<file path="config.mk">
export PLATFORM = sky130hd
export DESIGN_NAME = ofs_ctrl
export DESIGN_NICKNAME = d
export VERILOG_FILES = /design/src/verilog/ofs_clk_div.v /design/src/verilog/ofs_ctrl.v
export VERILOG_INCLUDE_DIRS = /design/src /design/src/verilog
export SDC_FILE = /design/constraint.sdc
export NUM_CORES = 1
export LEC_CHECK = 0
export BUFFER_PORTS_ARGS = -buffer_cell sky130_fd_sc_hd__buf_2
export CORE_UTILIZATION = 56
export DETAILED_ROUTE_END_ITERATION = 8
export PLACE_DENSITY_LB_ADDON = 0.25
export SYNTH_ARGS = -nofsm -noshare
export SYNTH_HDL_FRONTEND = slang
export SYNTH_SLANG_ARGS = --single-unit
</file>
<file path="constraint.sdc">
create_clock -name clk -period 2.7 [get_ports clk]
set_input_delay 0.135 -clock clk [delete_from_list [all_inputs] [get_ports clk]]
set_output_delay 0.135 -clock clk [all_outputs]
set_load 0.01 [all_outputs]
</file>
<file path="src/verilog/ofs_consts.vh">
// constants for the oscillator frequency select control block
// Functional notes
// - divider select register is 8 bits, code in bits 2:0, upper five read zero.
// - reset loads divider code from option byte frequency code bits 2:0.
// - two upper option frequency bits fix the band that decodes the code.
// - codes 0-3 give 24..3 or 32..4 MHz; 4,5 give 2,1 high band only.
// - double band bit runs raw oscillator at twice rate, cpu gets half; code 0 keeps raw at one tick, same as cpu.
// - after a write, up to three old clocks, then up to three held new clocks.
// - trim register holds a 6-bit speed field, bits 7:6 read zero.
// - trim register resets to the factory calibrated input value.
// - clock mode bits 7:6 pick main oscillator crystal, external clock or port.
// - clock mode bits 5:4 pick sub oscillator crystal, external clock or port.
// - sub drive mode bits value 1,0 selects ultra low power oscillation.
// - run status bit 0 controls whether the fast oscillator runs.
// - fast oscillator starts by itself when reset is released.
// - slow oscillator clocks only watchdog, rtc, interval timer and timer, never cpu.
// - slow oscillator runs when watchdog option or timer source bit is set.
// - slow oscillator stops only with watchdog on, source 0, standby-run 0, in standby.
// - five option bits choose reset frequency among twelve; other codes prohibited.
`ifndef OFS_CONSTS_VH
`define OFS_CONSTS_VH
`define OFS_ADDR_TRIM 20'hF00A0
`define OFS_ADDR_DIV 20'hF00A8
`define OFS_ADDR_CMC 20'hF00A1
`define OFS_ADDR_CSC 20'hF00A2
`define OFS_ADDR_SUPPLY 20'hF00F3
`define OFS_CMC_RESET 8'h00
`define OFS_CSC_RESET 8'hC0
`define OFS_SUPPLY_RESET 8'h00
`define OFS_CSC_FAST_HALT_BIT 0
`define OFS_SUPPLY_SRC_BIT 4
`define OFS_OLD_CLOCKS 2'd3
`define OFS_NEW_CLOCKS 2'd3
`define OFS_BOOT_WAIT 2'd3
`define OFS_MODE_PORT 2'b00
`define OFS_MODE_XTAL 2'b01
`define OFS_MODE_EXT 2'b11
`define OFS_DRIVE_ULP 2'b10
`endif

</file>
<file path="src/verilog/ofs_clk_div.v">
// programmable divider that turns the raw fast clock into enable pulses
`timescale 1ns/10ps
`default_nettype none
module ofs_clk_div (
  input wire clk,
  input wire rst_n,
  input wire run,
  input wire [6:0] ratio,
  output reg tick
);
  reg [6:0] count;
  always @(posedge clk or negedge rst_n) begin
    if (!rst_n) begin
      count <= 7'h00;
      tick <= 1'b0;
    end else if (!run) begin
      count <= 7'h00;
      tick <= 1'b0;
    end else if (count + 7'h01 >= ratio) begin
      count <= 7'h00;
      tick <= 1'b1;
    end else begin
      count <= count + 7'h01;
      tick <= 1'b0;
    end
  end
endmodule // ofs_clk_div
`default_nettype wire

</file>
<file path="src/verilog/ofs_ctrl.v">
// fast and slow on-chip oscillator control with registers and timed rate switch
`timescale 1ns/10ps
`default_nettype none
`include "ofs_consts.vh"
module ofs_ctrl (
  input wire clk,
  input wire rst_n,
  input wire [19:0] reg_addr,
  input wire reg_wr,
  input wire reg_rd,
  input wire [7:0] reg_wdata,
  output reg [7:0] reg_rdata,
  input wire [4:0] opt_freq_sel,
  input wire [1:0] opt_flash_mode,
  input wire watchdog_option_enable,
  input wire watchdog_standby_run,
  input wire [5:0] factory_trim,
  input wire standby_mode,
  output reg [5:0] trim_value,
  output reg fast_osc_run,
  output reg fast_clk_en,
  output reg cpu_clk_en,
  output reg [6:0] raw_ratio,
  output reg code_prohibited,
  output reg switch_busy,
  output reg [1:0] main_osc_mode,
  output reg [1:0] sub_osc_mode,
  output reg sub_ultra_low_power,
  output reg slow_osc_run,
  output reg slow_clk_to_timers
);
  localparam ST_IDLE = 2'd0;
  localparam ST_OLD = 2'd1;
  localparam ST_WAIT = 2'd2;

  // cycles of the 32 MHz base per output period, mapped to 40 MHz ticks
  function [6:0] period_of;
    input [1:0] band;
    input [2:0] code;
    begin
      case (code)
        3'd0: period_of = 7'd1;
        3'd1: period_of = 7'd2;
        3'd2: period_of = 7'd4;
        3'd3: period_of = 7'd8;
        3'd4: period_of = 7'd16;
        3'd5: period_of = 7'd32;
        default: period_of = 7'd32;
      endcase
    end
  endfunction

  function code_bad;
    input upper;
    input [2:0] code;
    begin
      code_bad = (code > 3'd5) || (!upper && code > 3'd3);
    end
  endfunction

  // raw period halves in the double band, but never below one tick
  function [6:0] half_of;
    input [6:0] period;
    begin
      half_of = (period[6:1] == 6'h00) ? 7'h01 : {1'b0, period[6:1]};
    end
  endfunction

  // option byte is a level from outside the clock domain
  reg [4:0] opt_s1, opt_s2, opt_s3;
  reg [4:0] opt_q;
  reg wdt_s1, wdt_s2, wdt_s3, wdt_q;
  reg sby_s1, sby_s2, sby_s3, sby_q;
  reg stb_s1, stb_s2, stb_s3, stb_q;
  reg [5:0] trm_s1, trm_s2, trm_s3;
  reg [1:0] fls_s1, fls_s2, fls_s3, fls_q;
  reg [1:0] boot_wait;
  reg boot_done;
  reg [2:0] div_code;
  reg [2:0] active_code;
  reg [2:0] pend_code;
  reg [7:0] clock_mode_register;
  reg [7:0] clock_run_status_register;
  reg [7:0] supply_mode;
  reg [1:0] state;
  reg [1:0] cnt;
  reg [2:0] next_active;
  wire div_tick;
  wire band_upper = opt_q[3];
  wire band_double = opt_q[4];

  always @(posedge clk or negedge rst_n) begin
    if (!rst_n) begin
      opt_s1 <= 5'h00;
      opt_s2 <= 5'h00;
      opt_s3 <= 5'h00;
      opt_q <= 5'h00;
      fls_s1 <= 2'b00;
      fls_s2 <= 2'b00;
      fls_s3 <= 2'b00;
      fls_q <= 2'b00;
      wdt_s1 <= 1'b0;
      wdt_s2 <= 1'b0;
      wdt_s3 <= 1'b0;
      wdt_q <= 1'b0;
      sby_s1 <= 1'b0;
      sby_s2 <= 1'b0;
      sby_s3 <= 1'b0;
      sby_q <= 1'b0;
      stb_s1 <= 1'b0;
      stb_s2 <= 1'b0;
      stb_s3 <= 1'b0;
      stb_q <= 1'b0;
      trm_s1 <= 6'h00;
      trm_s2 <= 6'h00;
      trm_s3 <= 6'h00;
      boot_wait <= 2'd0;
    end else begin
      opt_s1 <= opt_freq_sel;
      opt_s2 <= opt_s1;
      opt_s3 <= opt_s2;
      if (opt_s2 == opt_s3) opt_q <= opt_s3;
      fls_s1 <= opt_flash_mode;
      fls_s2 <= fls_s1;
      fls_s3 <= fls_s2;
      if (fls_s2 == fls_s3) fls_q <= fls_s3;
      wdt_s1 <= watchdog_option_enable;
      wdt_s2 <= wdt_s1;
      wdt_s3 <= wdt_s2;
      if (wdt_s2 == wdt_s3) wdt_q <= wdt_s3;
      sby_s1 <= watchdog_standby_run;
      sby_s2 <= sby_s1;
      sby_s3 <= sby_s2;
      if (sby_s2 == sby_s3) sby_q <= sby_s3;
      stb_s1 <= standby_mode;
      stb_s2 <= stb_s1;
      stb_s3 <= stb_s2;
      if (stb_s2 == stb_s3) stb_q <= stb_s3;
      trm_s1 <= factory_trim;
      trm_s2 <= trm_s1;
      trm_s3 <= trm_s2;
      // boot load waits until the third stage holds the pin levels
      if (boot_wait != `OFS_BOOT_WAIT) boot_wait <= boot_wait + 2'd1;
    end
  end

  wire div_write = reg_wr && (reg_addr == `OFS_ADDR_DIV);
  wire boot_load = !boot_done && (boot_wait == `OFS_BOOT_WAIT) &&
    (trm_s2 == trm_s3) && (opt_s2 == opt_s3);

  // register file
  always @(posedge clk or negedge rst_n) begin
    if (!rst_n) begin
      boot_done <= 1'b0;
      div_code <= 3'h0;
      trim_value <= 6'h00;
      clock_mode_register <= `OFS_CMC_RESET;
      clock_run_status_register <= `OFS_CSC_RESET;
      supply_mode <= `OFS_SUPPLY_RESET;
    end else if (boot_load) begin
      boot_done <= 1'b1;
      div_code <= opt_s3[2:0];
      trim_value <= trm_s3;
    end else if (boot_done && reg_wr) begin
      case (reg_addr)
        `OFS_ADDR_DIV: div_code <= reg_wdata[2:0];
        `OFS_ADDR_TRIM: trim_value <= reg_wdata[5:0];
        `OFS_ADDR_CMC: clock_mode_register <= reg_wdata;
        `OFS_ADDR_CSC: clock_run_status_register <= reg_wdata;
        `OFS_ADDR_SUPPLY: supply_mode <= reg_wdata & 8'h90;
        default: clock_mode_register <= clock_mode_register;
      endcase
    end
  end

  always @(posedge clk or negedge rst_n) begin
    if (!rst_n) begin
      reg_rdata <= 8'h00;
    end else if (reg_rd) begin
      case (reg_addr)
        `OFS_ADDR_DIV: reg_rdata <= {5'h00, div_code};
        `OFS_ADDR_TRIM: reg_rdata <= {2'b00, trim_value};
        `OFS_ADDR_CMC: reg_rdata <= clock_mode_register;
        `OFS_ADDR_CSC: reg_rdata <= clock_run_status_register;
        `OFS_ADDR_SUPPLY: reg_rdata <= supply_mode;
        default: reg_rdata <= 8'h00;
      endcase
    end
  end

  // switch sequence on the divided clock
  always @(posedge clk or negedge rst_n) begin
    if (!rst_n) begin
      state <= ST_IDLE;
      cnt <= 2'd0;
      active_code <= 3'h0;
      pend_code <= 3'h0;
    end else if (boot_load) begin
      active_code <= opt_s3[2:0];
    end else begin
      case (state)
        ST_IDLE: begin
          if (boot_done && div_write) begin
            pend_code <= reg_wdata[2:0];
            cnt <= 2'd0;
            state <= ST_OLD;
          end
        end
        ST_OLD: begin
          // switch only at a whole-period boundary
          if (div_tick) begin
            if (cnt == `OFS_OLD_CLOCKS - 2'd1) begin
              active_code <= pend_code;
              cnt <= 2'd0;
              state <= ST_WAIT;
            end else begin
              cnt <= cnt + 2'd1;
            end
          end
        end
        ST_WAIT: begin
          if (div_tick) begin
            if (cnt == `OFS_NEW_CLOCKS - 2'd1) begin
              // a code written mid-switch before this last new tick's cycle starts a fresh switch
              pend_code <= div_code;
              cnt <= 2'd0;
              state <= (div_code != active_code) ? ST_OLD : ST_IDLE;
            end else begin
              cnt <= cnt + 2'd1;
            end
          end
        end
        default: state <= ST_IDLE;
      endcase
    end
  end

  always @* begin
    next_active = active_code;
  end

  wire fast_run_w = boot_done && !clock_run_status_register[`OFS_CSC_FAST_HALT_BIT];

  ofs_clk_div u_div (
    .clk(clk),
    .rst_n(rst_n),
    .run(fast_run_w),
    .ratio(period_of({band_double, band_upper}, next_active)),
    .tick(div_tick)
  );

  wire slow_on = wdt_q || supply_mode[`OFS_SUPPLY_SRC_BIT];
  wire slow_stop = wdt_q && !supply_mode[`OFS_SUPPLY_SRC_BIT] && !sby_q && stb_q;

  always @(posedge clk or negedge rst_n) begin
    if (!rst_n) begin
      fast_osc_run <= 1'b0;
      fast_clk_en <= 1'b0;
      cpu_clk_en <= 1'b0;
      raw_ratio <= 7'h01;
      code_prohibited <= 1'b0;
      switch_busy <= 1'b0;
      main_osc_mode <= `OFS_MODE_PORT;
      sub_osc_mode <= `OFS_MODE_PORT;
      sub_ultra_low_power <= 1'b0;
      slow_osc_run <= 1'b0;
      slow_clk_to_timers <= 1'b0;
    end else begin
      fast_osc_run <= fast_run_w;
      fast_clk_en <= div_tick;
      cpu_clk_en <= div_tick && (state != ST_WAIT);
      // raw at twice rate in double band except at code 0
      raw_ratio <= band_double ? half_of(period_of(2'b00, active_code)) :
        period_of(2'b00, active_code);
      code_prohibited <= code_bad(band_upper, div_code) ||
        (band_double ? (opt_q[2:0] != 3'h0) : code_bad(band_upper, opt_q[2:0])) ||
        (fls_q == 2'b01);
      switch_busy <= (state != ST_IDLE);
      main_osc_mode <= clock_mode_register[7:6];
      sub_osc_mode <= clock_mode_register[5:4];
      sub_ultra_low_power <= (clock_mode_register[2:1] == `OFS_DRIVE_ULP);
      slow_osc_run <= slow_on && !slow_stop;
      slow_clk_to_timers <= slow_on && !slow_stop;
    end
  end
endmodule // ofs_ctrl
`default_nettype wire

</file>
Word-level counts from Yosys, hierarchy flattened:

Index checks and enable logic that the tools add are counted.

* flip-flop bits (word level): 132
* bits of input ports: 48
* word-level logic and storage cells: 168

* add/subtract/negate cells: 3
* magnitude comparators: 5
* equality and inequality tests: 30
* muxes and demuxes: 34
* bitwise operators: 1
* reductions and logical operators: 48

Operators by type and width (count)
* 20-bit equality test, second input constant: 5
* 8-bit one-hot mux with 5 select lines: 1
* 3-bit 2-to-1 mux: 10
* 6-bit one-hot mux with 5 select lines: 1
* 6-bit 2-to-1 mux: 4
* 7-bit 2-to-1 mux: 3
* 2-bit nonzero test: 9
* 2-bit 2-to-1 mux: 8
* 1-bit logical AND: 14
* 3-bit AND reduction: 4
* 2-bit != test, second input constant: 5
* 2-bit equality test, second input constant: 4
* 7-bit by 1-bit adder with 7-bit output, second input constant: 1
* 7-bit by 6-bit greater-or-equal comparator with 1-bit output: 1
* 3-bit by 2-bit equality test with 1-bit output, second input constant: 2
* 6-bit equality test: 1
* 3-bit by 2-bit greater-than comparator with 1-bit output, second input constant: 2
* 3-bit greater-than comparator, second input constant: 2
* 1-bit zero test: 6
* 6-bit zero test: 1
* 2-bit by 1-bit != test with 1-bit output, second input constant: 3
* 2-bit one-hot mux with 3 select lines: 1
* 3-bit one-hot mux with 2 select lines: 1
* 6-bit AND reduction: 1
* other kinds (19): 31

Logic depth before layout (Yosys ltp):

* depth in word-level cells: 6
* depth in mapped cells: 8
* mapped depth without buffers: 8

By module:

Synthesis repeated with hierarchy kept, for this count alone.

* cell total of the unflattened synthesis: 441
* area, all modules: 5495.3 sq um

Modules (own cells, without submodules)
* ofs_ctrl: instances 1, cells an instance 389, area each 4944.7 sq um, seq. area each 3081.7 sq um
* ofs_clk_div: instances 1, cells an instance 52, area each 550.5 sq um, seq. area each 200.2 sq um

Worst setup path after synthesis:

Ideal clock, no wire load.

* kind: register to register
* start point: register u_div.count[0]
* end point: register u_div.count[4]
* setup time: 0.064 ns
* arrival time: 2.203 ns
* data required time: 2.636 ns
* path slack: 0.433 ns
* stages on the path, launching flop included: 9
* cells stage by stage: dfrtp_1 ha_1 nand3_1 xnor2_1 ha_1 a21o_1 a2111oi_0 o211ai_1 and2b_2

* word-level cells in the longest chain between the ends: 4

RTL lines
* from (decl): line ofs_clk_div.v:11 `reg [6:0] count;`
* from (signal assigned): line ofs_clk_div.v:23 `count <= count + 7'h01;`
* 7-bit by 1-bit adder with 7-bit output *: line ofs_clk_div.v:19, ofs_clk_div.v:23
* 7-bit by 6-bit greater-or-equal comparator with 1-bit output: line ofs_clk_div.v:19 `end else if (count + 7'h01 >= ratio) begin`
* 7-bit 2-to-1 mux *: line ofs_clk_div.v:19
* 7-bit 2-to-1 mux *: line ofs_clk_div.v:16 `end else if (!run) begin`

Every way passes the cells marked *; elsewhere a longest branch is shown, timed or not.
A chain may end at the register's enable or synchronous reset.

Worst setup path after layout:

* start point: register u_div.count[0]
* end point: register u_div.count[3]

Same word-level chain as after synthesis.

==> flow_metrics.py <==
metrics = {
    "sta": {
        "fin_skew_ps": 14.9,
        "maxSlewHeadroom_pct": 54.2,
        "period_share_pct": 94.2,
        "fin_crit_ps": 2540,
        "setup_ws_ps": 156,
        "rsz0062_at_grt": "no",
        "timing.hold.ws_ps": 61.7,
        "setup_violations": 0,
        "tightest_slew_ps": 683,
        "max_freq_ghz": 0.393,
        "hold_viol_final": 0,
        "setup_tns_ps": 0,
        "slew_viol_final": 0,
    },
    "floorplan": {
        "ios": 81,
        "coreArea_um2": 9280,
        "die_area_um2": 10000,
        "rows": 35,
        "dieHeight_um": 100,
        "die_w_um": 100,
        "initial_core_util_pct": 58.2,
    },
    "critical_path": {
        "reg2reg_from": "u_div.count[0]$_DFF_PN0_",
        "crit_family": "compound AO/OA/AOI/OAI gates",
        "critPathLaunch": "u_div.count[0]$_DFF_PN0_",
        "crit_required_ps": 3140,
        "critical_path_depth": 8,
        "reg2reg_to": "u_div.count[3]$_DFF_PN0_",
        "path_common_cell": "ha_1",
        "worst-r2r-cell-count": 8,
        "critPathMaxStageDelay_ps": 420,
        "worst-path-buf-inv": 0,
        "r2r_slack_ps": 160,
        "cp_max_fo": 6,
        "slowest_stage": "dfrtp_1",
        "arrival_ps": 2990,
        "critical_path_class": "flop to flop",
        "cp-endpoint": "u_div.count[3]$_DFF_PN0_",
        "endpoint_kind": "flop",
        "worstPathCellList": "ha_1 -> nand3_1 -> xnor2_1 -> ha_1 -> a21o_1 -> a2111oi_2 -> o211ai_1 -> and2b_1",
        "worstSetupStartpointType": "flop",
    },
    "placed_design": {
        "place_inst": 617,
        "dpl_cell_area_um2": 5960,
        "dp_hpwl_mm": 6.97,
        "place_congestion": 0.831,
        "portBuffers": 79,
        "pre_cts_ws_ps": 43.1,
    },
    "clocking": {
        "htree_levels": 4,
        "clock_sinks": 131,
        "post_cts_buffers": 0,
        "cts_max_path_buffers": 2,
        "clk_pin_slew_ps": 60,
        "clk_latency_ps": 520,
        "cts_tree": "done",
        "root_buffer": "clkbuf_8",
        "numCtsBuffers": 17,
    },
    "final_layout": {
        "final_cell_count_no_fill": 675,
        "diodes": 0,
        "seqCellArea_um2": 3280,
        "drive_gt1_share_pct": 31.1,
        "multi_input_area_um2": 2020,
        "area_delta_synth_final_pct": 26.3,
        "fill_cells": 624,
        "layout.nets": 594,
        "postLayoutCellArea_um2": 6830,
    },
    "global_routing": {
        "grt_max_degree": 45,
        "grt_remaining_overflow": 0,
        "antenna_found_initial": 0,
        "grt_pass1_vias": 3770,
        "grt_usage_pct": 23.4,
        "grt_first_pass_wirelength_mm": 17.8,
    },
    "power": {
        "p_sw_share_pct": 24.7,
        "power.switching_mw": 1.18,
        "intPower_mw": 3.60,
        "p_leak_nw": 3.23,
        "seqPwrFrac_pct": 45.1,
        "ir_drop_v": 0.000465,
        "clock_power_share_pct": 48.1,
        "power_density_nw_per_um2": 701,
        "combPwrFrac_pct": 6.8,
    },
    "detailed_routing": {
        "drt-total-wl_mm": 10.9,
        "antenna_left": 0,
        "firstDrtPassIters": 4,
        "wl_per_cell_um": 16.2,
        "drt-initial-drc-count": 156,
        "routed_via_density": 5.45,
        "vias": 3676,
        "drcViolationCount": 0,
    },
    "status": {
        "status": "finished clean",
    },
    "synthesis": {
        "ys_types": 61,
        "synth_warnings": 0,
        "async_flop_share_pct": 100,
        "synth_flop_cell": "dfrtp_1",
        "syn_area_per_cell_um2": 13.0,
        "synth-seq-area-share_pct": 60.7,
        "ys_seq_elements": 131,
        "synthesis.area_um2": 5410,
        "syn_inst": 416,
        "synth_edf_count": 0,
    },
    "min_path": {
        "min_from": "reg_wr",
        "min_path_type": "primary input to flop",
    },
    "run": {
        "maxCapViolCount": 0,
    },
}
[area by class of cell]
type                       count  area share [%]
tap                          129            2.36
clock inverter                15            2.73
sequential                   131            48.1
timing repair buffer         110            10.4
inverter                      14           0.770
multi-input combinational    259            29.6
clock buffer                  17            6.07
[synth_stat cells, types with 5 or more instances]
cell type	number	area share, %
a21oi_1	23	2.1
a22oi_1	5	0.69
clkbuf_1	8	0.56
dfrtp_1	128	59
ha_1	13	3.0
inv_1	14	0.97
mux2_2	32	6.7
mux2i_1	19	3.5
nand2_1	8	0.56
nand2b_1	9	1.0
nand3_1	11	1.0
nor2_1	26	1.8
nor2b_1	8	0.93
nor3_1	6	0.56
o21ai_0	7	0.65
o22ai_1	5	0.58
xnor2_1	5	0.81
xor2_1	18	2.9
[flip-flops by register name (all words and copies together) (netlist names), 3 cells and up]
| name | cells |
|---|---|
| opt_s2 | 5 |
| clock_run_status_register | 8 |
| active_code | 3 |
| trim_value | 6 |
| clock_mode_register | 8 |
| pend_code | 3 |
| trm_s1 | 6 |
| raw_ratio | 6 |
| reg_rdata | 8 |
| trm_s3 | 6 |
| opt_s1 | 5 |
| trm_s2 | 6 |
| opt_q | 5 |
| u_div.count | 7 |
| opt_s3 | 5 |
| div_code | 3 |
[per-stage QoR]
step	util, %	power, mW
6_report	73.5	4.79
4_1_cts	73.5	4.83
5_1_grt	73.5	4.98
3_3_place_gp	64.2	2.46
2_1_floorplan	-	2.34
3_5_place_dp	64.2	2.48
[tightest hold or removal path, delay by kind of cell]
family / cells / cell delay [ps]
multiplexers: 1 / 160
buffers and inverters: 1 / 120
AND/OR/NAND/NOR: 1 / 120
[routing by layer]
layer / routed length, um / GRT usage (%) / vias to the layer above / part of all wire [%]
met3: 502 / 6.06 / 14 / 4.6
met1: 4670 / 29.2 / 1845 / 43
met4: 123 / 9.25 / 0 / 1.1
li1: - / - / 1709 / -
met2: 5600 / 39.4 / 108 / 51
met5: 0 / 0 / - / 0
[cells in the final DEF, fill, tap and decap left out, types with 13 or more instances in the layout]
cell type and instances:
dfrtp_1 128, buf_2 78, clkbuf_16 16, mux2_2 32
xor2_1 18, inv_1 14, ha_1 13, nor2_1 26
dlygate4sd3_1 26, a21oi_1 23, mux2i_1 19
[kinds of logic after synthesis]
| kind of cell | synth area share [%] |
|---|---|
| AOI/OAI and AO/OA | 7.71 |
| adders and majority gates | 3.56 |
| and+or+nand+nor | 12.0 |
| buffers and inverters | 2.06 |
| xor gates and xnor gates | 3.73 |
| muxes | 10.2 |
| DFF | 60.7 |
| other | 0.0694 |
[power by group through the flow]
stage / registers, mW / clock network [mW] / logic [mW]
after floorplan: 2.16 / 0 / 0.180
after global placement: 2.18 / 0 / 0.279
after detailed placement: 2.19 / 0 / 0.290
after CTS: 2.16 / 2.35 / 0.327
after global routing: 2.17 / 2.45 / 0.359
final: 2.16 / 2.30 / 0.324
[repair_timing]
action | in CTS | in global routing
setup endpoints to repair | 4 | 4
hold buffers | 26 | 0
resized for setup | 1 | 1
pin swaps | 0 | 1
hold endpoints to repair | 87 | 0
[worst min-delay path by stage]
| stage | slack, ps | to | cells after the start |
|---|---|---|---|
| floorplan | -160 | active_code[0]$_DFFE_PN0P_ | 0 |
| global placement | 160 | fast_osc_run$_DFF_PN0_ | 1 |
| detailed placement | 170 | cpu_clk_en$_DFF_PN0_ | 1 |
| CTS | 40 | supply_mode[7]$_DFFE_PN0P_ | 3 |
| global route | 70 | supply_mode[7]$_DFFE_PN0P_ | 3 |
| finish | 60 | supply_mode[7]$_DFFE_PN0P_ | 3 |
No activity file was read; power rests on OpenSTA's default activity.
